==> src/shared/acc_pkg.sv <==
// package: offsets, fields, reset values and state types of the conversion config block
package acc_pkg;
  localparam logic [11:0] ACC_OFF_CTRL = 12'h008;
  localparam logic [11:0] ACC_OFF_CFG1 = 12'h00C;
  localparam logic [11:0] ACC_OFF_CHSEL = 12'h028;
  localparam logic [11:0] ACC_OFF_DATA = 12'h040;
  localparam logic [31:0] ACC_CFG1_RST = 32'h0000_0000;
  localparam logic [31:0] ACC_CFG1_WMASK = 32'h7CC1_FDFF;
  localparam int ACC_CTRL_START = 2;
  localparam int ACC_B_DMA_EN = 0;
  localparam int ACC_B_DMA_CIRC = 1;
  localparam int ACC_B_DIR = 2;
  localparam int ACC_B_RES = 3;
  localparam int ACC_B_LEFT = 5;
  localparam int ACC_B_TSEL = 6;
  localparam int ACC_B_EDGE = 10;
  localparam int ACC_B_OVR = 12;
  localparam int ACC_B_CONT = 13;
  localparam int ACC_B_WAIT = 14;
  localparam int ACC_B_AOFF = 15;
  localparam int ACC_B_DISC = 16;
  localparam int ACC_B_AWD_ONE = 22;
  localparam int ACC_B_AWD_EN = 23;
  localparam int ACC_B_AWD_CH = 26;
  localparam int ACC_NUM_CH = 18;
  localparam logic [4:0] ACC_AWD_CH_MAX = 5'h12;
  localparam logic [1:0] ACC_EDGE_OFF = 2'b00;
  localparam logic [1:0] ACC_EDGE_RISE = 2'b01;
  localparam logic [1:0] ACC_EDGE_FALL = 2'b10;

  typedef enum logic [1:0] {
    ACC_IDLE = 2'b00,
    ACC_ARM = 2'b01,
    ACC_WAKE = 2'b10,
    ACC_CONV = 2'b11
  } acc_fsm_t;

  typedef struct packed {
    logic [31:0] paddr;
    logic psel;
    logic penable;
    logic pwrite;
    logic [31:0] pwdata;
  } acc_apb_req_t;

  typedef struct packed {
    logic [31:0] cfg;
    logic start;
    logic [ACC_NUM_CH-1:0] chsel;
    logic [15:0] data;
    logic data_valid;
    acc_fsm_t fsm;
    logic [4:0] chan;
    logic [7:0] sync1;
    logic [7:0] sync2;
    logic [7:0] sync3;
    logic [7:0] trg_q;
    logic pready;
    logic pslverr;
    logic [31:0] prdata;
    logic sample_req;
    logic power_on;
    logic dma_req;
    logic dma_circ;
    logic awd_check;
    logic overrun;
  } acc_state_t;
endpackage

==> src/rtl/acc_conv_cfg.sv <==
// conversion configuration register with its scan sequencer and APB slave
// Notes on behaviour
// RULE1: DMA requests only while DMA enabled
// RULE2: circular bit picks DMA mode when enabled
// RULE3: scan direction ascending or descending
// RULE4: two-bit resolution 12, 10, 8, 6
// RULE5: result right or left aligned
// RULE6: three bits choose one of eight triggers
// RULE7: edge code 00 means software start only
// RULE8: rising, falling or both trigger edges
// RULE9: overrun keeps old or newest result
// RULE10: single or continuous conversion
// RULE11: wait mode holds until result read
// RULE12: auto power-off only when bit set
// RULE13: discontinuous mode only when bit set
// RULE14: watchdog compares only when enabled
// RULE15: watchdog on all or one channel
// RULE16: watchdog channel code 0 to 18
// RULE17: software also selects the watchdog channel
// RULE18: configuration writable only while start clear
// RULE19: configuration resets to zero
// RULE20: power down idle, wake on start
// RULE21: start set by software, cleared by hardware
// RULE22: only selected channels are converted
// RULE23: reserved bits read zero, ignore writes
// RULE24: trigger synchronised, one edge one start
`timescale 1ns/10ps
module acc_conv_cfg (
  input wire logic clk_sys,
  input wire logic rst,
  input wire acc_pkg::acc_apb_req_t apb_req,
  output logic pready,
  output logic pslverr,
  output logic [31:0] prdata,
  input wire logic [7:0] ext_trig,
  input wire logic adc_done,
  input wire logic [11:0] adc_raw,
  output logic adc_sample_req,
  output logic [4:0] adc_channel,
  output logic adc_power_on,
  output logic dma_req,
  output logic dma_circular,
  output logic awd_check,
  output logic overrun
);
  acc_pkg::acc_state_t s;
  acc_pkg::acc_state_t n;

  // next selected channel in scan order; bit 5 flags a hit
  function automatic logic [5:0] acc_next_ch(input logic [acc_pkg::ACC_NUM_CH-1:0] m,
                                             input logic [4:0] c, input logic dn,
                                             input logic incl);
    logic [5:0] r;
    r = 6'h00;
    for (int i = 0; i < acc_pkg::ACC_NUM_CH; i++) begin
      if (dn && m[i] && (i < int'(c) || (incl && i == int'(c)))) begin
        r = {1'b1, 5'(i)};
      end
      if (!dn && m[acc_pkg::ACC_NUM_CH-1-i] &&
          (acc_pkg::ACC_NUM_CH-1-i > int'(c) ||
           (incl && acc_pkg::ACC_NUM_CH-1-i == int'(c)))) begin
        r = {1'b1, 5'(acc_pkg::ACC_NUM_CH-1-i)};
      end
    end
    return r;
  endfunction

  logic [1:0] edge_sel;
  logic [2:0] tsel;
  logic dir;
  logic trg_hit;
  logic [7:0] trg_new;
  logic [5:0] first_ch;
  logic [5:0] next_ch;
  logic [15:0] result;
  logic wr_acc;
  logic rd_acc;
  logic [11:0] addr;

  always_comb begin
    edge_sel = s.cfg[acc_pkg::ACC_B_EDGE +: 2];
    tsel = s.cfg[acc_pkg::ACC_B_TSEL +: 3];
    dir = s.cfg[acc_pkg::ACC_B_DIR];
    addr = apb_req.paddr[11:0];
    wr_acc = apb_req.psel && apb_req.penable && s.pready && apb_req.pwrite;
    rd_acc = apb_req.psel && apb_req.penable && s.pready && !apb_req.pwrite;
    first_ch = acc_next_ch(s.chsel, dir ? 5'h11 : 5'h00, dir, 1'b1);
    next_ch = acc_next_ch(s.chsel, s.chan, dir, 1'b0);
    // RULE24: stable after sync
    trg_new = s.trg_q;
    if (s.sync2[tsel] == s.sync3[tsel]) begin
      trg_new[tsel] = s.sync3[tsel];
    end
    // RULE8: edge polarity choice
    case (edge_sel)
      acc_pkg::ACC_EDGE_RISE: trg_hit = !s.trg_q[tsel] && trg_new[tsel];
      acc_pkg::ACC_EDGE_FALL: trg_hit = s.trg_q[tsel] && !trg_new[tsel];
      acc_pkg::ACC_EDGE_OFF: trg_hit = 1'b0;
      default: trg_hit = s.trg_q[tsel] != trg_new[tsel];
    endcase
    // RULE4: resolution drops low bits
    // RULE5: alignment within 16 bits
    result = s.cfg[acc_pkg::ACC_B_LEFT] ?
             {adc_raw & (12'hFFF << {s.cfg[acc_pkg::ACC_B_RES +: 2], 1'b0}), 4'h0} :
             {4'h0, adc_raw >> {s.cfg[acc_pkg::ACC_B_RES +: 2], 1'b0}};
  end

  always_comb begin
    n = s;
    n.sync1 = ext_trig;
    n.sync2 = s.sync1;
    n.sync3 = s.sync2;
    // RULE6: selected trigger tracked
    n.trg_q = trg_new;
    n.sample_req = 1'b0;
    n.dma_req = 1'b0;
    n.awd_check = 1'b0;
    n.overrun = 1'b0;
    n.pready = apb_req.psel && !apb_req.penable;
    n.pslverr = 1'b0;
    if (apb_req.psel && !apb_req.penable) begin
      case (addr)
        acc_pkg::ACC_OFF_CTRL: n.prdata = {29'h0, s.start, 2'h0};
        // RULE23: reserved read zero
        acc_pkg::ACC_OFF_CFG1: n.prdata = s.cfg & acc_pkg::ACC_CFG1_WMASK;
        acc_pkg::ACC_OFF_CHSEL: n.prdata = {14'h0, s.chsel};
        acc_pkg::ACC_OFF_DATA: n.prdata = {16'h0, s.data};
        default: begin
          n.prdata = 32'h0000_0000;
          n.pslverr = 1'b1;
        end
      endcase
    end
    if (rd_acc && addr == acc_pkg::ACC_OFF_DATA) begin
      n.data_valid = 1'b0;
    end
    if (wr_acc && !s.start) begin
      // RULE18: writes only while idle
      if (addr == acc_pkg::ACC_OFF_CFG1) begin
        n.cfg = apb_req.pwdata & acc_pkg::ACC_CFG1_WMASK;
      end
      if (addr == acc_pkg::ACC_OFF_CHSEL) begin
        n.chsel = apb_req.pwdata[acc_pkg::ACC_NUM_CH-1:0];
      end
      // RULE21: software sets start
      if (addr == acc_pkg::ACC_OFF_CTRL && apb_req.pwdata[acc_pkg::ACC_CTRL_START]) begin
        n.start = 1'b1;
      end
    end
    // RULE2: circular only with DMA on
    n.dma_circ = s.cfg[acc_pkg::ACC_B_DMA_EN] && s.cfg[acc_pkg::ACC_B_DMA_CIRC];
    case (s.fsm)
      acc_pkg::ACC_IDLE: begin
        if (s.start) begin
          n.fsm = acc_pkg::ACC_ARM;
          n.chan = first_ch[4:0];
        end
      end
      acc_pkg::ACC_ARM: begin
        // RULE7: software start only
        if (edge_sel == acc_pkg::ACC_EDGE_OFF || trg_hit) begin
          n.fsm = acc_pkg::ACC_WAKE;
        end
      end
      acc_pkg::ACC_WAKE: begin
        // RULE22: nothing selected ends
        if (!s.chsel[s.chan]) begin
          n.fsm = acc_pkg::ACC_IDLE;
          n.start = 1'b0;
        // RULE11: wait for read
        end else if (s.power_on &&
                     !(s.cfg[acc_pkg::ACC_B_WAIT] && s.data_valid)) begin
          n.sample_req = 1'b1;
          n.fsm = acc_pkg::ACC_CONV;
        end
      end
      acc_pkg::ACC_CONV: begin
        if (adc_done) begin
          // RULE9: overrun result policy
          if (s.data_valid && n.data_valid) begin
            n.overrun = 1'b1;
            if (s.cfg[acc_pkg::ACC_B_OVR]) begin
              n.data = result;
            end
          end else begin
            n.data = result;
          end
          n.data_valid = 1'b1;
          // RULE1: requests need enable
          n.dma_req = s.cfg[acc_pkg::ACC_B_DMA_EN];
          // RULE14: watchdog gate
          // RULE15: all or one channel
          // RULE16: channel code compare
          n.awd_check = s.cfg[acc_pkg::ACC_B_AWD_EN] &&
                        (!s.cfg[acc_pkg::ACC_B_AWD_ONE] ||
                         s.cfg[acc_pkg::ACC_B_AWD_CH +: 5] == s.chan);
          // RULE3: scan order step
          if (next_ch[5]) begin
            n.chan = next_ch[4:0];
            // RULE13: one channel per trigger
            n.fsm = s.cfg[acc_pkg::ACC_B_DISC] ? acc_pkg::ACC_ARM : acc_pkg::ACC_WAKE;
          // RULE10: continuous restarts
          end else if (s.cfg[acc_pkg::ACC_B_CONT]) begin
            n.chan = first_ch[4:0];
            n.fsm = s.cfg[acc_pkg::ACC_B_DISC] ? acc_pkg::ACC_ARM : acc_pkg::ACC_WAKE;
          end else begin
            // RULE21: hardware clears start
            n.start = 1'b0;
            n.fsm = acc_pkg::ACC_IDLE;
          end
        end
      end
      default: n.fsm = acc_pkg::ACC_IDLE;
    endcase
    // RULE12: auto-off gate
    // RULE20: off when not converting
    n.power_on = !s.cfg[acc_pkg::ACC_B_AOFF] ||
                 n.fsm == acc_pkg::ACC_WAKE || n.fsm == acc_pkg::ACC_CONV;
  end

  always_ff @(posedge clk_sys or posedge rst) begin
    if (rst) begin
      s <= '0;
      // RULE19: zero reset
      s.cfg <= acc_pkg::ACC_CFG1_RST;
      s.fsm <= acc_pkg::ACC_IDLE;
      s.power_on <= 1'b1;
    end else begin
      s <= n;
    end
  end

  always_comb begin
    pready = s.pready;
    pslverr = s.pslverr;
    prdata = s.prdata;
    adc_sample_req = s.sample_req;
    adc_channel = s.chan;
    adc_power_on = s.power_on;
    dma_req = s.dma_req;
    dma_circular = s.dma_circ;
    awd_check = s.awd_check;
    overrun = s.overrun;
  end

  // helper: last sampled channel within a sequence
  logic [4:0] prev_ch_r;
  logic prev_ok_r;
  always_ff @(posedge clk_sys or posedge rst) begin
    if (rst) begin
      prev_ch_r <= 5'h00;
      prev_ok_r <= 1'b0;
    end else begin
      if (s.sample_req) begin
        prev_ch_r <= s.chan;
        prev_ok_r <= 1'b1;
      end
      if (s.fsm == acc_pkg::ACC_IDLE || (s.fsm == acc_pkg::ACC_CONV && adc_done &&
          !next_ch[5])) begin
        prev_ok_r <= 1'b0;
      end
    end
  end
endmodule // acc_conv_cfg

==> config.mk <==
export PLATFORM = sky130hd
export DESIGN_NAME = acc_conv_cfg
export DESIGN_NICKNAME = d
export VERILOG_FILES = /design/src/shared/acc_pkg.sv /design/src/rtl/acc_conv_cfg.sv
export SDC_FILE = /design/constraint.sdc
export NUM_CORES = 1
export LEC_CHECK = 0
export BUFFER_PORTS_ARGS = -buffer_cell sky130_fd_sc_hd__buf_2
export CAP_MARGIN = 20
export CORE_MARGIN = 2
export CORE_UTILIZATION = 35
export CTS_CLUSTER_DIAMETER = 30
export DETAILED_ROUTE_END_ITERATION = 16
export REMOVE_ABC_BUFFERS = 1
export SKIP_CTS_REPAIR_TIMING = 1
export SYNTH_ARGS = -nofsm -noshare
export SYNTH_HDL_FRONTEND = slang
export SYNTH_SLANG_ARGS = --single-unit
export TNS_END_PERCENT = 5
==> constraint.sdc <==
create_clock -name clk_sys -period 5 [get_ports clk_sys]
set_clock_uncertainty 0.2 [all_clocks]
set_input_delay 1 -clock clk_sys [delete_from_list [all_inputs] [get_ports clk_sys]]
set_output_delay 1 -clock clk_sys [all_outputs]
set_load 0.005 [all_outputs]
==> qor.csv <==
stage,metric,value,unit
global_routing,antenna_found_initial,0,
global_routing,grt_usage,20.1,%
critical_path,worst-path-max-fanout,17,
layout,fin_nets,942,
synth,ys_seq_elements,131,
critical_path,r2r_slack,1.0,ns
clock_network,clk_pin_slew,0.07,ns
global_routing,grt_pass1_vias,6099,
flow_run,drv_cap,0,
global_routing,grt_pass1_wl,35.0,mm
sta,finalHoldViolations,0,
critical_path,cp-start-kind,flip-flop,
sta,setup_tns,0,ns
synth,synth_edf_count,0,
pwr,pwr_density_cell,286,mW/mm^2
synth,synth_area_per_cell,9.36,um^2
die,core,0.0212,mm^2
critical_path,reg2reg_to,s[77],
drt,first_pass_iters,6,
hold_path,min_path_type,reg2reg,
sta,slew_headroom,35.4,%
critical_path,reg2reg_depth,13,
drt,first_iter_violations,725,
clock_network,htreeDepth,4,
die,dieArea,0.0229,mm^2
layout,num-fill-cells,2104,
synth,ys_seq_area_share,43.1,%
synth,synthArstFlopShare,100,%
clock_network,clkLatencyLatePin,0.43,ns
sta,worst_pin_slew,0.969,ns
drt,routed_wl,22.4,mm
sta,fin_crit,4.00,ns
pwr,power.total,2480,uW
pwr,vdd_drop_max,0.000241,V
run_status,run_status,"finished, final reports clean",
clock_network,numCtsBuffers,17,
drt,vias,6617,
critical_path,cp.arrival,4.11,ns
critical_path,critPathRequiredTime,5.11,ns
die,rows,53,
synth,synth_cell_types,72,
global_routing,overflow,0,
drt,post_drt_wl_per_cell,19.7,um
pwr,p_leak,0.00390,uW
hold_path,hold_depth,0,
global_routing,grt_start_max_net_pins,110,
layout,layout_common_cells,"dfrtp_1, buf_2, nor2_1, nand2_1, a21oi_1",
sta,fin_ws,0.996,ns
clock_network,clock_path_buffers,2,
die,fp.dieH,151,um
critical_path,cp-end-kind,flip-flop,
global_routing,grt_use_met3,4.55,%
sta,min_period_over_period,80.1,%
critical_path,path_class,reg2reg,
critical_path,reg2reg_from,s[123],
die,ioPinCount,135,
die,initial_core_util,36.0,%
sta,drv_slew,0,
place,dp_hpwl,15.8,mm
layout,drive_above_1_share,25.1,%
sta,rsz0062_at_grt,false,
global_routing,use_met2,29.1,%
drt,ant_nets,0,
global_routing,grt.busiest_layer,met1,
clock_network,clock-sinks,131,
clock_network,cts_tree,built,
hold_path,worstHoldStart,n[58],
layout,register_area,0.00328,mm^2
hold_path,whs_endpoint,n[50],
layout,area_delta_synth_final,14.0,%
synth,synthFlopType,dfrtp_1,
drt,route.detailed.drc,0,
layout,final_common_cell,dfrtp_1,
synth,synthCells,813,
place,io_buffers,100,
synth,yosys_warnings,0,
sta,setup_viol,0,
sta,max_freq,250,MHz
die,dieWidth,151,um
place,gp_congestion,0.982,
place,place_inst,1105,
synth,synthesis.area,0.00761,mm^2
place,dp_slack,1.07,ns
drt,vias_per_cell,5.81,
global_routing,use_met1,29.3,%
clock_network,root_buffer,clkbuf_16,
layout,fin_cells,1139,
layout,multiInputGateArea,0.00372,mm^2
## area by class of cell
class	instances	share of cell area, %
sequential	131	37.8
antenna	1	0.0289
timing repair buffer	118	7.56
tap	275	3.97
clock buffer	17	4.91
multi-input combinational	561	42.9
clock inverter	15	1.83
inverter	21	0.967
## per-layer routing
metal | vias to the layer above | routed length (um)
li1 | 3038 | -
met4 | 0 | 622
met3 | 43 | 1740
met5 | - | 0
met1 | 3214 | 10100
met2 | 322 | 9960
## logic make-up after synthesis
logic type	share of synthesized area (%)
buf+inv	8.34
xor+xnor	0.576
compound gates	21.4
other cells	0.0493
simple gates	15.3
mux	10.9
flops	43.1
fa+ha+maj	0.329
## flip-flops by register name, summed over array words and instances, names as in the netlist
signal	cells
pslverr	1
dir	1
n	16
prdata	25
pready	1
dma_circular	1
adc_channel	5
adc_power_on	1
s	74
overrun	1
adc_sample_req	1
edge_sel	2
awd_check	1
dma_req	1
## stage by stage
stage	hold slack [ns]	instance area (um^2)	util [%]
floorplan	0.131	7080	-
global placement	0.134	8060	38.1
detailed placement	0.136	8060	38.1
CTS	0.151	8640	40.8
global route	0.157	8670	41.0
finish	0.149	8670	41.0
## worst max-delay path, cell delays in order, from the launching register on
cell and delay [ns]:
dfrtp_1 0.71, mux2_2 0.40, mux4_2 0.50, nor2_1 0.35, buf_4 0.21, inv_1 0.07, a21o_1 0.17, o21a_1 0.10
ha_1 0.27, o211ai_1 0.15, o311ai_0 0.24, o21ai_0 0.16, nor2_1 0.07, a311o_1 0.28
## cell usage after synthesis (13+ instances only)
| cell | instances | area share (%) |
|---|---|---|
| a31oi_1 | 19 | 1.6 |
| mux2_2 | 46 | 6.8 |
| mux2i_1 | 13 | 1.7 |
| nand2_1 | 72 | 3.6 |
| a222oi_1 | 15 | 2.0 |
| nor2_1 | 74 | 3.7 |
| a211oi_1 | 13 | 1.3 |
| buf_4 | 38 | 3.7 |
| o21ai_0 | 36 | 2.4 |
| nor4_1 | 13 | 1.1 |
| nand3_1 | 23 | 1.5 |
| clkbuf_1 | 48 | 2.4 |
| nor2b_1 | 13 | 1.1 |
| inv_1 | 21 | 1.0 |
| dfrtp_1 | 130 | 43 |
| a21oi_1 | 54 | 3.6 |
| nor3_1 | 13 | 0.86 |
## power breakdown
part	leakage, uW	internal, uW	switching (uW)
logic	0.00190	58.1	81.9
clock network	0.000287	667	568
registers	0.00172	1090	15.9
total	0.00390	1810	666
## how the worst max path moves through the flow
stage	cells past startpoint	to	start
6_report	13	s[77]	s[123]
5_1_grt	12	adc_power_on	s[123]
4_1_cts	12	adc_power_on	s[123]
3_5_place_dp	12	adc_power_on	s[123]
3_3_place_gp	12	adc_power_on	s[123]
2_1_floorplan	1	adc_channel[0]	rst
Note: power is estimated with default switching activity, not from simulation.
